==> src/spp_pkg.sv <==
// Shared constants and types for the setpoint profile sequencer.
package spp_pkg;

    // ==========================================================================
    // Sizes
    localparam int unsigned NUM_SEG = 10;
    localparam int unsigned IDX_W   = 4;
    localparam int unsigned SP_W    = 16;
    localparam int unsigned DUR_W   = 14;
    localparam int unsigned CNT_W   = 8;
    localparam int unsigned TICK_W  = 36;
    localparam int unsigned ADDR_W  = 12;

    // ==========================================================================
    // Value ranges and reset values
    localparam logic [IDX_W-1:0]        IDX_FIRST        = 4'h0;
    localparam logic [IDX_W-1:0]        IDX_LAST         = 4'h9;
    localparam logic [IDX_W-1:0]        IDX_COUNT        = 4'ha;
    localparam logic signed [SP_W-1:0]  SP_MIN           = 16'shfc19;
    localparam logic signed [SP_W-1:0]  SP_MAX           = 16'sh270f;
    localparam logic signed [SP_W-1:0]  SP_DEFAULT       = 16'sh1388;
    localparam logic signed [SP_W-1:0]  LOCAL_SP_DEFAULT = 16'sh0000;
    localparam logic [DUR_W-1:0]        DUR_ZERO         = 14'h0000;
    localparam logic [DUR_W-1:0]        DUR_MAX          = 14'h270f;
    localparam logic [CNT_W-1:0]        CNT_ZERO         = 8'h00;
    localparam logic [CNT_W-1:0]        CNT_MIN          = 8'h01;
    localparam logic [CNT_W-1:0]        CNT_MAX          = 8'hfa;
    localparam logic [CNT_W-1:0]        CNT_DEFAULT      = 8'h01;

    // ==========================================================================
    // Time base: one tick per minute
    localparam longint unsigned MINUTE_S    = 60;
    localparam longint unsigned CLK_HZ      = 100_000_000;
    localparam logic [TICK_W-1:0] TICK_CYCLES = TICK_W'(MINUTE_S * CLK_HZ);

    // ==========================================================================
    // Register byte offsets and field positions
    localparam logic [ADDR_W-1:0] OFF_CTRL     = 12'h000;
    localparam logic [ADDR_W-1:0] OFF_COUNT    = 12'h004;
    localparam logic [ADDR_W-1:0] OFF_LOCAL    = 12'h008;
    localparam logic [ADDR_W-1:0] OFF_STATUS   = 12'h00c;
    localparam logic [ADDR_W-1:0] OFF_SETP     = 12'h010;
    localparam logic [ADDR_W-1:0] OFF_TGT_BASE = 12'h040;
    localparam logic [ADDR_W-1:0] OFF_DUR_BASE = 12'h080;
    localparam int unsigned       STAT_ACT_BIT  = 0;
    localparam int unsigned       STAT_SUSP_BIT = 1;
    localparam int unsigned       STAT_IDX_LSB  = 4;

    // ==========================================================================
    // Program state setting and sequencer states
    typedef enum logic [1:0] {
        SPP_MODE_OFF  = 2'h0,
        SPP_MODE_RUN  = 2'h1,
        SPP_MODE_SUSP = 2'h2
    } spp_mode_e;

    typedef enum logic [5:0] {
        SPP_ST_OFF  = 6'h01,
        SPP_ST_LOAD = 6'h02,
        SPP_ST_WAIT = 6'h04,
        SPP_ST_RAMP = 6'h08,
        SPP_ST_SUSP = 6'h10,
        SPP_ST_WRAP = 6'h20
    } spp_state_e;

endpackage : spp_pkg

==> src/spp_mem.sv <==
// Target and duration store for the ten profile segments.
`timescale 1ns/100ps
`default_nettype none
module spp_mem
    import spp_pkg::*;
(
    // Clock, reset and enable
    input  wire logic                      pclk,
    input  wire logic                      presetn,
    input  wire logic                      ce,
    // Write port
    input  wire logic                      we_tgt,
    input  wire logic                      we_dur,
    input  wire logic [spp_pkg::IDX_W-1:0] waddr,
    input  wire logic [spp_pkg::SP_W-1:0]  wdata_tgt,
    input  wire logic [spp_pkg::DUR_W-1:0] wdata_dur,
    // Bus read port
    input  wire logic [spp_pkg::IDX_W-1:0] raddr_a,
    output logic      [spp_pkg::SP_W-1:0]  rtgt_a,
    output logic      [spp_pkg::DUR_W-1:0] rdur_a,
    // Sequencer read port
    input  wire logic [spp_pkg::IDX_W-1:0] raddr_b,
    output logic      [spp_pkg::SP_W-1:0]  rtgt_b,
    output logic      [spp_pkg::DUR_W-1:0] rdur_b
);
    logic [SP_W-1:0]  tgt_q [NUM_SEG];
    logic [DUR_W-1:0] dur_q [NUM_SEG];

    // ==========================================================================
    // Storage, one generate slice per entry so each resets to its default.
    genvar gi;
    generate
        for (gi = 0; gi < NUM_SEG; gi++) begin : g_ent
            always_ff @(posedge pclk or negedge presetn) begin
                if (!presetn) begin
                    tgt_q[gi] <= SP_DEFAULT;
                    dur_q[gi] <= DUR_ZERO;
                end else if (ce && waddr == IDX_W'(gi)) begin
                    if (we_tgt) begin
                        tgt_q[gi] <= wdata_tgt;
                    end
                    if (we_dur) begin
                        dur_q[gi] <= wdata_dur;
                    end
                end
            end
        end
    endgenerate

    // ==========================================================================
    // Registered reads; an index past the last entry reads as zero.
    always_ff @(posedge pclk or negedge presetn) begin
        if (!presetn) begin
            rtgt_a <= '0;
            rdur_a <= '0;
            rtgt_b <= '0;
            rdur_b <= '0;
        end else if (ce) begin
            rtgt_a <= (raddr_a < IDX_COUNT) ? tgt_q[raddr_a] : '0;
            rdur_a <= (raddr_a < IDX_COUNT) ? dur_q[raddr_a] : '0;
            rtgt_b <= (raddr_b < IDX_COUNT) ? tgt_q[raddr_b] : '0;
            rdur_b <= (raddr_b < IDX_COUNT) ? dur_q[raddr_b] : '0;
        end
    end

endmodule : spp_mem
`default_nettype wire

==> src/spp_seq.sv <==
// Setpoint profile sequencer with its APB register slave.
//
// Overview of operation
// - Profile holds up to ten targets, indexed one to ten, and may repeat.
// - Segment one ramps from local setpoint; segment n from target n-1 to n.
// - On finishing, the local setpoint takes the last profile value.
// - Program state is run, off or suspended; suspended freezes the output.
// - Selecting run while suspended resumes from the frozen point.
// - A repeat tally of 250 runs the profile forever.
// - While running, the tally ignores writes and shows cycles remaining.
// - The tally accepts 1 to 250 and resets to 1.
// - Each segment duration is 0 to 9999 minutes, default zero.
// - A zero duration ends the cycle at that index.
// - Equal adjacent targets give a hold lasting the second duration.
// - The evolving profile setpoint is shown on the lower display.
//
// The register addresses and the APB register port were left to the implementer.
`timescale 1ns/100ps
`default_nettype none
module spp_seq
    import spp_pkg::*;
#(
    parameter logic [spp_pkg::TICK_W-1:0] TICK_CYCLES = spp_pkg::TICK_CYCLES
) (
    // Clock, reset and enable
    input  wire logic                              pclk,
    input  wire logic                              presetn,
    input  wire logic                              ce,
    // APB slave
    input  wire logic [spp_pkg::ADDR_W-1:0]        paddr,
    input  wire logic                              psel,
    input  wire logic                              penable,
    input  wire logic                              pwrite,
    input  wire logic [31:0]                       pwdata,
    output logic                                   pready,
    output logic      [31:0]                       prdata,
    output logic                                   pslverr,
    // Setpoint towards the control loop and the lower display
    output logic signed [spp_pkg::SP_W-1:0]        setpoint_out,
    output logic signed [spp_pkg::SP_W-1:0]        local_setpoint,
    output logic                                   profile_active
);
    import spp_pkg::*;

    spp_state_e               state_q;
    spp_mode_e                mode_q;
    logic [CNT_W-1:0]         prog_cnt_q, remain_q;
    logic signed [SP_W-1:0]   local_sp_q, out_sp_q, start_q, end_q;
    logic [DUR_W-1:0]         dur_q, elapsed_q;
    logic [IDX_W-1:0]         idx_q;
    logic [TICK_W-1:0]        tick_cnt_q;
    logic                     ack_q;
    logic [31:0]              prdata_q;
    logic [SP_W-1:0]          rtgt_a, rtgt_b;
    logic [DUR_W-1:0]         rdur_a, rdur_b;

    // ==========================================================================
    // APB decode. A transfer takes two access cycles while ce is high: the first loads the
    // read data flop, the second raises pready, so prdata is always a flop.
    logic             acc, wr_fire, rd_load, word_ok;
    logic             hit_ctrl, hit_cnt, hit_local, hit_stat, hit_setp, hit_tgt, hit_dur;
    logic             mapped, wr_ok, active;
    logic [IDX_W-1:0] bus_idx;
    logic signed [SP_W-1:0] wsp;

    assign acc       = psel && penable;
    assign wr_fire   = acc && pwrite && ack_q;
    assign rd_load   = acc && !ack_q;
    assign word_ok   = paddr[1:0] == 2'h0;
    assign bus_idx   = paddr[5:2];
    assign wsp       = $signed(pwdata[SP_W-1:0]);
    assign active    = state_q != SPP_ST_OFF;
    assign hit_ctrl  = paddr == OFF_CTRL;
    assign hit_cnt   = paddr == OFF_COUNT;
    assign hit_local = paddr == OFF_LOCAL;
    assign hit_stat  = paddr == OFF_STATUS;
    assign hit_setp  = paddr == OFF_SETP;
    assign hit_tgt   = word_ok && paddr[11:6] == OFF_TGT_BASE[11:6] && bus_idx < IDX_COUNT;
    assign hit_dur   = word_ok && paddr[11:6] == OFF_DUR_BASE[11:6] && bus_idx < IDX_COUNT;
    assign mapped    = hit_ctrl || hit_cnt || hit_local || hit_stat || hit_setp
                       || hit_tgt || hit_dur;

    // Writes carrying a value outside the documented range are dropped.
    always_comb begin
        wr_ok = 1'b0;
        if (hit_ctrl) begin
            wr_ok = pwdata[1:0] != 2'h3;
        end else if (hit_cnt) begin
            wr_ok = !active && pwdata <= 32'(CNT_MAX) && pwdata >= 32'(CNT_MIN);
        end else if (hit_local || hit_tgt) begin
            wr_ok = wsp >= SP_MIN && wsp <= SP_MAX;
        end else if (hit_dur) begin
            wr_ok = pwdata <= 32'(DUR_MAX);
        end
    end

    // Holding pready low while ce is low keeps the master waiting, not lost.
    assign pready  = ack_q && ce;
    assign pslverr = pready && (!mapped || (pwrite && !wr_ok));
    assign prdata  = prdata_q;

    // Access handshake flop.
    always_ff @(posedge pclk or negedge presetn) begin
        if (!presetn) begin
            ack_q <= 1'b0;
        end else if (ce) begin
            ack_q <= rd_load;
        end
    end

    // Read data mux into its flop on the first access cycle.
    always_ff @(posedge pclk or negedge presetn) begin
        if (!presetn) begin
            prdata_q <= '0;
        end else if (ce && rd_load) begin
            prdata_q <= '0;
            if (hit_ctrl) begin
                prdata_q[1:0] <= mode_q;
            end else if (hit_cnt) begin
                prdata_q[CNT_W-1:0] <= active ? remain_q : prog_cnt_q;
            end else if (hit_local) begin
                prdata_q[SP_W-1:0] <= local_sp_q;
            end else if (hit_stat) begin
                prdata_q[STAT_ACT_BIT]                  <= active;
                prdata_q[STAT_SUSP_BIT]                 <= state_q == SPP_ST_SUSP;
                prdata_q[STAT_IDX_LSB +: IDX_W]         <= idx_q;
            end else if (hit_setp) begin
                prdata_q[SP_W-1:0] <= out_sp_q;
            end else if (hit_tgt) begin
                prdata_q[SP_W-1:0] <= rtgt_a;
            end else if (hit_dur) begin
                prdata_q[DUR_W-1:0] <= rdur_a;
            end
        end
    end

    // ==========================================================================
    // Segment store. Targets may be rewritten while running; the operator is
    // expected to finish programming before run, so no lockout is applied.
    spp_mem u_mem (
        .pclk      (pclk),
        .presetn   (presetn),
        .ce        (ce),
        .we_tgt    (wr_fire && hit_tgt && wr_ok),
        .we_dur    (wr_fire && hit_dur && wr_ok),
        .waddr     (bus_idx),
        .wdata_tgt (pwdata[SP_W-1:0]),
        .wdata_dur (pwdata[DUR_W-1:0]),
        .raddr_a   (bus_idx),
        .rtgt_a    (rtgt_a),
        .rdur_a    (rdur_a),
        .raddr_b   (idx_q),
        .rtgt_b    (rtgt_b),
        .rdur_b    (rdur_b)
    );

    // ==========================================================================
    // Sequencer events.
    logic                   tick, seg_done, finish, continuous;
    logic [DUR_W-1:0]       el_nx;
    logic signed [SP_W:0]   diff;
    logic signed [31:0]     prod, quot;
    logic signed [SP_W-1:0] interp;

    assign tick       = state_q == SPP_ST_RAMP && tick_cnt_q == TICK_CYCLES - 1'b1;
    assign el_nx      = elapsed_q + 1'b1;
    assign seg_done   = tick && el_nx == dur_q;
    assign continuous = remain_q == CNT_MAX;
    assign finish     = (state_q == SPP_ST_WRAP && !continuous && remain_q <= CNT_MIN)
                        || (state_q == SPP_ST_WAIT && rdur_b == DUR_ZERO
                            && idx_q == IDX_FIRST);

    // Linear interpolation on the elapsed fraction; equal ends give a hold.
    assign diff   = (SP_W+1)'(end_q) - (SP_W+1)'(start_q);
    assign prod   = 32'(diff) * $signed({18'h00000, el_nx});
    assign quot   = prod / $signed({18'h00000, dur_q});
    assign interp = start_q + quot[SP_W-1:0];

    // Minute time base, kept through suspension so the fraction survives.
    always_ff @(posedge pclk or negedge presetn) begin
        if (!presetn) begin
            tick_cnt_q <= '0;
        end else if (ce) begin
            if (tick || (state_q != SPP_ST_RAMP && state_q != SPP_ST_SUSP)) begin
                tick_cnt_q <= '0;
            end else if (state_q == SPP_ST_RAMP) begin
                tick_cnt_q <= tick_cnt_q + 1'b1;
            end
        end
    end

    // ==========================================================================
    // Program state setting; the sequencer returns it to off when done.
    always_ff @(posedge pclk or negedge presetn) begin
        if (!presetn) begin
            mode_q <= SPP_MODE_OFF;
        end else if (ce) begin
            if (wr_fire && hit_ctrl && wr_ok) begin
                mode_q <= spp_mode_e'(pwdata[1:0]);
            end else if (finish) begin
                mode_q <= SPP_MODE_OFF;
            end
        end
    end

    // Programmed tally, locked while a profile runs.
    always_ff @(posedge pclk or negedge presetn) begin
        if (!presetn) begin
            prog_cnt_q <= CNT_DEFAULT;
        end else if (ce && wr_fire && hit_cnt && wr_ok) begin
            prog_cnt_q <= pwdata[CNT_W-1:0];
        end
    end

    // Local setpoint: software value, replaced by the last profile value.
    always_ff @(posedge pclk or negedge presetn) begin
        if (!presetn) begin
            local_sp_q <= LOCAL_SP_DEFAULT;
        end else if (ce) begin
            if (finish) begin
                local_sp_q <= out_sp_q;
            end else if (wr_fire && hit_local && wr_ok) begin
                local_sp_q <= wsp;
            end
        end
    end

    // ==========================================================================
    // Sequencer state machine. Off from the operator aborts at once and
    // leaves the local setpoint alone.
    always_ff @(posedge pclk or negedge presetn) begin
        if (!presetn) begin
            state_q   <= SPP_ST_OFF;
            idx_q     <= IDX_FIRST;
            remain_q  <= CNT_ZERO;
            out_sp_q  <= LOCAL_SP_DEFAULT;
            start_q   <= LOCAL_SP_DEFAULT;
            end_q     <= LOCAL_SP_DEFAULT;
            dur_q     <= DUR_ZERO;
            elapsed_q <= DUR_ZERO;
        end else if (ce) begin
            if (state_q != SPP_ST_OFF && mode_q == SPP_MODE_OFF) begin
                state_q <= SPP_ST_OFF;
            end else begin
                case (state_q)
                    SPP_ST_OFF: begin
                        out_sp_q <= local_sp_q;
                        if (mode_q == SPP_MODE_RUN) begin
                            idx_q    <= IDX_FIRST;
                            start_q  <= local_sp_q;
                            remain_q <= prog_cnt_q;
                            state_q  <= SPP_ST_LOAD;
                        end
                    end
                    SPP_ST_LOAD: begin
                        state_q <= SPP_ST_WAIT;
                    end
                    SPP_ST_WAIT: begin
                        if (rdur_b == DUR_ZERO) begin
                            state_q <= (idx_q == IDX_FIRST) ? SPP_ST_OFF : SPP_ST_WRAP;
                        end else begin
                            end_q     <= $signed(rtgt_b);
                            dur_q     <= rdur_b;
                            elapsed_q <= DUR_ZERO;
                            state_q   <= SPP_ST_RAMP;
                        end
                    end
                    SPP_ST_RAMP: begin
                        if (mode_q == SPP_MODE_SUSP) begin
                            state_q <= SPP_ST_SUSP;
                        end else if (seg_done) begin
                            out_sp_q <= end_q;
                            start_q  <= end_q;
                            if (idx_q == IDX_LAST) begin
                                state_q <= SPP_ST_WRAP;
                            end else begin
                                idx_q   <= idx_q + 1'b1;
                                state_q <= SPP_ST_LOAD;
                            end
                        end else if (tick) begin
                            elapsed_q <= el_nx;
                            out_sp_q  <= interp;
                        end
                    end
                    SPP_ST_SUSP: begin
                        if (mode_q == SPP_MODE_RUN) begin
                            state_q <= SPP_ST_RAMP;
                        end
                    end
                    SPP_ST_WRAP: begin
                        if (finish) begin
                            remain_q <= CNT_ZERO;
                            state_q  <= SPP_ST_OFF;
                        end else begin
                            if (!continuous) begin
                                remain_q <= remain_q - 1'b1;
                            end
                            idx_q   <= IDX_FIRST;
                            start_q <= out_sp_q;
                            state_q <= SPP_ST_LOAD;
                        end
                    end
                    default: begin
                        state_q <= SPP_ST_OFF;
                    end
                endcase
            end
        end
    end

    assign setpoint_out   = out_sp_q;
    assign local_setpoint = local_sp_q;
    assign profile_active = active;
endmodule : spp_seq
`default_nettype wire

==> config.mk <==
export PLATFORM = sky130hd
export DESIGN_NAME = spp_seq
export DESIGN_NICKNAME = d
export VERILOG_FILES = /design/src/spp_pkg.sv /design/src/spp_mem.sv /design/src/spp_seq.sv
export SDC_FILE = /design/constraint.sdc
export NUM_CORES = 2
export LEC_CHECK = 0
export BUFFER_PORTS_ARGS = -buffer_cell sky130_fd_sc_hd__buf_2
export CORE_ASPECT_RATIO = 0.7
export CORE_MARGIN = 3
export CORE_UTILIZATION = 58
export DETAILED_ROUTE_END_ITERATION = 8
export GPL_TIMING_DRIVEN = 1
export PLACE_DENSITY_LB_ADDON = 0.3
export SETUP_SLACK_MARGIN = 0.1
export SYNTH_ARGS = -nofsm -noshare
export SYNTH_HDL_FRONTEND = slang
export SYNTH_SLANG_ARGS = --single-unit
export TNS_END_PERCENT = 1
==> constraint.sdc <==
create_clock -name pclk -period 182.4 [get_ports pclk]
set_clock_uncertainty 0.1 [all_clocks]
set_input_delay 0 -clock pclk [delete_from_list [all_inputs] [get_ports pclk]]
set_output_delay 0 -clock pclk [all_outputs]
set_load 0.05 [all_outputs]
Word level (Yosys, flattened, before mapping)
Cells that the tools add are included.
{"block": "totals", "output_inout_bits": 67, "input_bits": 50, "word_cells": 280, "reg_bits": 533}
{"block": "op_classes", "magnitude_cmp": 10, "mux": 74, "eq_ne": 44, "reduce_logical": 102, "n_addsub": 6, "bitwise_logic": 4, "mul": 1, "n_div": 1}
{"op": "16-bit two-way mux", "count": 17}
{"op": "14-bit two-way mux", "count": 13}
{"op": "16-bit binary-select mux with 4-bit select", "count": 2}
{"op": "14-bit binary-select mux with 4-bit select", "count": 2}
{"op": "36-bit two-way mux", "count": 2}
{"op": "8-bit two-way mux", "count": 7}
{"op": "6-bit two-way mux", "count": 8}
{"op": "16-bit one-hot mux with 3 select lines", "count": 1}
{"op": "2-bit AND reduction", "count": 23}
{"op": "1-bit logical AND", "count": 44}
{"op": "36-bit by 1-bit adder with 36-bit output (second input constant)", "count": 1}
{"op": "36-bit by 33-bit equality test with 1-bit output (second input constant)", "count": 1}
{"op": "6-bit one-hot mux with 6 select lines", "count": 1}
{"op": "32-bit by 15-bit divider with 32-bit output", "count": 1}
{"op": "32-bit by 1-bit >= comparator with 1-bit output (second input constant)", "count": 1}
{"op": "32-bit by 14-bit less-or-equal comparator with 1-bit output (second input constant)", "count": 1}
{"op": "32-bit by 8-bit less-or-equal comparator with 1-bit output (second input constant)", "count": 1}
{"op": "17-bit by 15-bit multiplier with 32-bit output", "count": 1}
{"op": "16-bit one-hot mux with 2 select lines", "count": 1}
{"op": "14-bit one-hot mux with 2 select lines", "count": 1}
{"op": "12-bit by 4-bit equality test with 1-bit output (second input constant)", "count": 2}
{"op": "4-bit two-way mux", "count": 6}
{"op": "2-bit != test (second input constant)", "count": 9}
{"op": "16-bit by 16-bit subtractor with 17-bit output", "count": 1}
{"op": "49 further kinds", "count": 95}

Longest topological paths before layout
{"block": "logic_depth", "depth_word": 11, "depth_mapped": 567, "mapped_depth_nobuf": 525}

Hierarchy
A second synthesis with hierarchy kept.
{"block": "unflattened", "hier_cells": 7150, "hier_area_um2": 62038.2}
{"module": "spp_seq", "area_each_um2": 43469.2, "cells_each": 5776, "seq_area_each_um2": 4331.7, "instances": 1}
{"module": "spp_mem", "area_each_um2": 18569.1, "cells_each": 1374, "seq_area_each_um2": 9071.2, "instances": 1}

Worst setup path before layout
No wires, ideal clock.
{"block": "synth_path", "path_type": "flip-flop to flip-flop", "startpoint": "register end_q[0]", "endpoint": "register out_sp_q[15], in the netlist setpoint_out[15]", "synth_period_minus_slack_ns": 110.052, "arrival_ns": 109.824, "required_ns": 182.172, "path_stages_with_launch": 548, "slack_ns": 72.348, "setup_ns": 0.128, "path_cell_list": "dfrtp_1 > inv_1 > ha_1 > fa_1 > nor2b_1 > o21ai_0 > nand2b_1 > a21o_1 > a21o_1 > a21o_1 > a21o_1 > a21o_1 > a21o_1 > a21o_1 > a21o_1 > a21o_1 > a21o_1 > a211oi_1 > [... 512 more ...] > a21o_1 > a21o_1 > a21o_1 > a21oi_1 > o21bai_1 > a21oi_1 > o21bai_1 > a21oi_1 > o21bai_1 > a21oi_1 > o21bai_1 > a21oi_1 > o21bai_1 > a21oi_1 > xnor2_1 > xnor2_1 > xnor2_1 > a31oi_1"}
{"block": "synth_between", "elab_chain_len": 8}
{"element": "start, declared", "line": "spp_seq.sv:48", "rtl": "logic signed [SP_W-1:0] local_sp_q, out_sp_q, start_q, end_q;"}
{"element": "start signal, assigned", "line": "spp_seq.sv:262", "rtl": "end_q <= $signed(rtgt_b);"}
{"element": "16-bit by 16-bit subtractor with 17-bit output", "line": "spp_seq.sv:174", "rtl": "assign diff = (SP_W+1)'(end_q) - (SP_W+1)'(start_q);"}
{"element": "17-bit by 15-bit multiplier with 32-bit output", "line": "spp_seq.sv:175", "rtl": "assign prod = 32'(diff) * $signed({18'h00000, el_nx});"}
{"element": "32-bit by 15-bit divider with 32-bit output", "line": "spp_seq.sv:176", "rtl": "assign quot = prod / $signed({18'h00000, dur_q});"}
{"element": "16-bit adder", "line": "spp_seq.sv:177", "rtl": "assign interp = start_q + quot[SP_W-1:0];"}
{"element": "16-bit two-way mux", "line": "spp_seq.sv:280", "rtl": "end else if (tick) begin"}
{"element": "16-bit two-way mux", "line": "spp_seq.sv:271", "rtl": "end else if (seg_done) begin"}
{"element": "16-bit two-way mux", "line": "spp_seq.sv:269", "rtl": "if (mode_q == SPP_MODE_SUSP) begin"}
{"element": "16-bit one-hot mux with 2 select lines", "line": "spp_seq.sv:245", "rtl": "case (state_q)"}
{"element": "end signal, assigned", "line": "spp_seq.sv:247", "rtl": "out_sp_q <= local_sp_q;"}
{"element": "end signal, assigned", "line": "spp_seq.sv:272", "rtl": "out_sp_q <= end_q;"}
{"element": "end signal, assigned", "line": "spp_seq.sv:282", "rtl": "out_sp_q <= interp;"}
{"element": "end, declared", "line": "spp_seq.sv:48"}
No other way between the ends. The select of a mux whose other input is x is not followed.
A chain may end at the register's enable or synchronous reset.

Worst setup path in the final report
Same ends and word-level chain as after synthesis.

==> flow_summary.rst <==
.. list-table::
   :header-rows: 1

   * - Metric
     - Value
   * - Initial antenna violation count
     - 10
   * - Via count of the first global-routing pass
     - 51800
   * - Buffer depth of the longest clock path
     - 3
   * - Primary flip-flop cell chosen by synthesis mapping
     - dfrtp_1
   * - Port bufs
     - 100
   * - Number of enable-type register cells in the synthesized netlist
     - 0
   * - Proportion of synthesized chip area in sequential cells
     - 22.2%
   * - Synthesized area per cell
     - 9.05 um^2
   * - DRT Wirelength
     - 191000 um
   * - Via-to-Cell Ratio
     - 6.75
   * - Clk_lat worst skew
     - 0.63 ns
   * - Via count of the routed design
     - 54300
   * - Final cycle utilization of the critical path
     - 65.5%
   * - Detailed-router iteration count before antenna repair
     - 6
   * - Proportion of netlist area held by the largest area contributor
     - 19.9%
   * - Count of state elements after synthesis
     - 533
   * - Final Hold Viols
     - 0
   * - GRT Util Overall
     - 34.6%
   * - Worst Reg2Reg Path Length in Cells
     - 512
   * - DRC Markers
     - 0
   * - Most common cell after layout, fill and taps aside
     - nand2_1
   * - Synthesis warning total
     - 0
   * - Synth async-reset ratio
     - 100%
   * - Gate count of the mapped netlist
     - 6675
   * - Cell with the most instances on the worst path
     - o21a_1
   * - Area growth syn-to-layout
     - 6.13%
   * - Data required time of the worst path
     - 182.79 ns
   * - Final ANT Viol Nets
     - 0
   * - Top cells by area, synth
     - dfrtp_1, ha_1, mux2_2, fa_1, mux4_2
   * - Data arrival time of the critical path
     - 119.86 ns
   * - Number of placed I/O pins
     - 117
   * - Share of post-route cells with drive strength above 1
     - 15.3%
   * - Pins Over Slew Limit
     - 0
   * - Count of maximum capacitance violations
     - 0
   * - Crit Path Category
     - flop to flop
   * - Final setup violating endpoints
     - 0
   * - Site row count
     - 98
   * - Largest fanout on the critical path
     - 39
   * - Cell family contributing the most delay on the critical path
     - compound AO/OA/AOI/OAI gates
   * - Num CTS Buffers
     - 50
   * - Slew Limit Headroom
     - 12.9%
   * - Post-cts repair resize count
     - 0
   * - Largest area contributor in the netlist
     - dfrtp_1
   * - H-tree depth
     - 2
   * - Cell with the largest stage delay on the worst path
     - a311oi_2
   * - Detailed-placement wirelength estimate
     - 143000 um
   * - Maximum number of pins on one net before global-route repair
     - 85
   * - Hold Path Depth
     - 5
   * - Count of distinct cell types in the synthesized netlist
     - 131
   * - Post-route non-filler standard cell count
     - 8033
   * - Clock period minus worst slack
     - 119.47 ns
   * - Total negative setup slack
     - 0 ns
   * - Number of nets in the finished design
     - 7397
   * - Kind of start point of the critical path
     - flop
   * - Netlist Area Pre-Place
     - 60400 um^2
   * - Status
     - completed
   * - Die width
     - 392 um
   * - Type of destination of the critical path
     - flop
   * - RSZ-0062 raised after global routing
     - false
   * - Maximum operating frequency
     - 8.37 MHz
   * - Logic depth of the worst path, buffers included
     - 512
   * - First-pass GRT wire length
     - 297000 um
   * - Die area
     - 108000 um^2
   * - Kind of path behind the tightest hold check
     - primary input to flop
   * - Number of clock sinks seen by CTS
     - 533
   * - Number of buffer and inverter instances along the worst setup path
     - 26
   * - Wire per inst
     - 23.7 um
   * - CTS Root Buffer Type
     - clkbuf_16
   * - Cell Count Post-Placement
     - 7917
   * - Total grt overflow
     - 0
   * - Total core area
     - 103000 um^2
   * - Utilization after layout
     - 62.4%
   * - Transition at the pin with the smallest max-transition slack
     - 1.30 ns
   * - First DRT Iteration DRCs
     - 6225
   * - Clock tree from TritonCTS
     - yes
   * - Initial core utilization
     - 58.8%
   * - Delay contributed by the slowest stage of the critical path
     - 0.99 ns
   * - GP Congestion
     - 1.02
   * - Die H
     - 276 um
   * - Worst-path clk slew
     - 0.07 ns
   * - Highest-count cells in the layout ignoring fill and taps
     - nand2_1, nor2_1, dfrtp_1
-- worst reg2reg max path: cells and delay by family, from the launching register on --
kind | cells | cell delay, ns
AO/OA/AOI/OAI | 308 | 68.96
XOR/XNOR | 4 | 1.30
adder cells (fa/ha/maj) | 43 | 14.32
buffers and inverters | 26 | 4.13
flip-flops | 1 | 0.40
multiplexers | 8 | 2.70
AND/OR/NAND/NOR | 123 | 27.58
-- state kept, by name, summed over array words and instances, names as in the netlist, 2 cells and up --
signal / flops
dur_q: 14
elapsed_q: 14
end_q: 16
idx_q: 4
local_setpoint: 16
mode_q: 2
prdata: 16
prog_cnt_q: 8
remain_q: 8
setpoint_out: 16
start_q: 16
state_q: 6
tick_cnt_q: 36
u_mem.dur_q: 140
u_mem.rdur_a: 14
u_mem.rdur_b: 14
u_mem.rtgt_a: 16
u_mem.rtgt_b: 16
u_mem.tgt_q: 160
-- metal layers --
layer  track usage, %  vias up  part of all wire, %
met3             10.2      425                   12
met2             50.0     2820                   41
li1                 -    24500                    -
met4             10.5       10                  3.3
met1             50.0    26500                   44
met5                0        -                0.033
-- per-stage QoR --
stage | hold WS [ns] | instance area (um^2) | setup WS, ns
after global placement | -0.000390 | 62200 | 69.44
final | 0.0665 | 64100 | 62.93
after CTS | 0.0331 | 64100 | 65.35
after global routing | 0.0994 | 64100 | 54.01
after floorplan | -0.396 | 60500 | 72.35
after detailed placement | -0.000264 | 62200 | 65.88
-- synthesized netlist by cell type, types with 19 or more instances --
library cell and count:
mux2i_1 185, nor2b_1 43, o21ai_1 34, buf_1 46, nand2b_1 60, or3_1 45, o21bai_1 21, o21a_1 280
buf_4 20, nor4_1 43, inv_1 394, nand4_1 67, a21oi_1 293, xnor2_1 203, nor3_1 262, a22o_1 19
dfrtp_1 481, xor2_1 130, o31ai_1 119, a31oi_1 58, fa_1 232, and3_1 45, a21o_1 120, nand3_1 101
o21ai_0 224, a211oi_1 47, mux2_2 422, dfstp_2 52, mux4_2 121, o211ai_1 42, o221ai_1 67, clkbuf_1 224
ha_1 476, or2_2 45, and2_1 35, nor2_1 556, nand2_1 585
-- cell families (layout without fill, tap and decap cells) --
logic type,count (synthesis),after routing,share of synthesized area [%]
muxes,731,731,15.5
and+or+nand+nor,2029,2029,16.2
buffers and inverters,706,695,4.56
DFF,533,533,22.2
AOI/OAI and AO/OA,1628,1628,19.0
xor gates and xnor gates,334,334,4.87
adders and majority gates,713,713,17.6
other,1,20,0.00621
-- area by class of cell --
class,instances,area (um^2)
Multi-Input combinational cell,5451,44400
Tap cell,1350,1690
Fill cell,8470,38600
Clock buffer,73,1470
Clock inverter,19,249
Inverter,396,1490
Timing Repair Buffer,207,1390
Sequential cell,533,13400
Antenna cell,4,10.0
-- path summary, 6_finish.rpt --
| path | start | endpoint | slack, ns |
|---|---|---|---|
| worst min register to register | prdata[9] | prdata[9] | 0.38 |
| worst max-delay path | end_q[0] | setpoint_out[15] | 62.93 |
| max in group asynchronous | presetn | idx_q[0] | 179.72 |
| worst min-delay path | paddr[6] | prdata[0] | 0.07 |
| worst max register to register | end_q[0] | setpoint_out[15] | 62.93 |
| min in group asynchronous | presetn | u_mem.tgt_q[131] | 0.52 |
-- timing repair --
item / 4_1_cts / 5_1_grt
hold buffers: 20 / 0
setup buffers: 0 / 0
hold endpoints to repair: 376 / 0
Power is left out: the tool's default activity adds up to more than one toggle a clock period on the data nets, which glitch-free logic cannot reach.
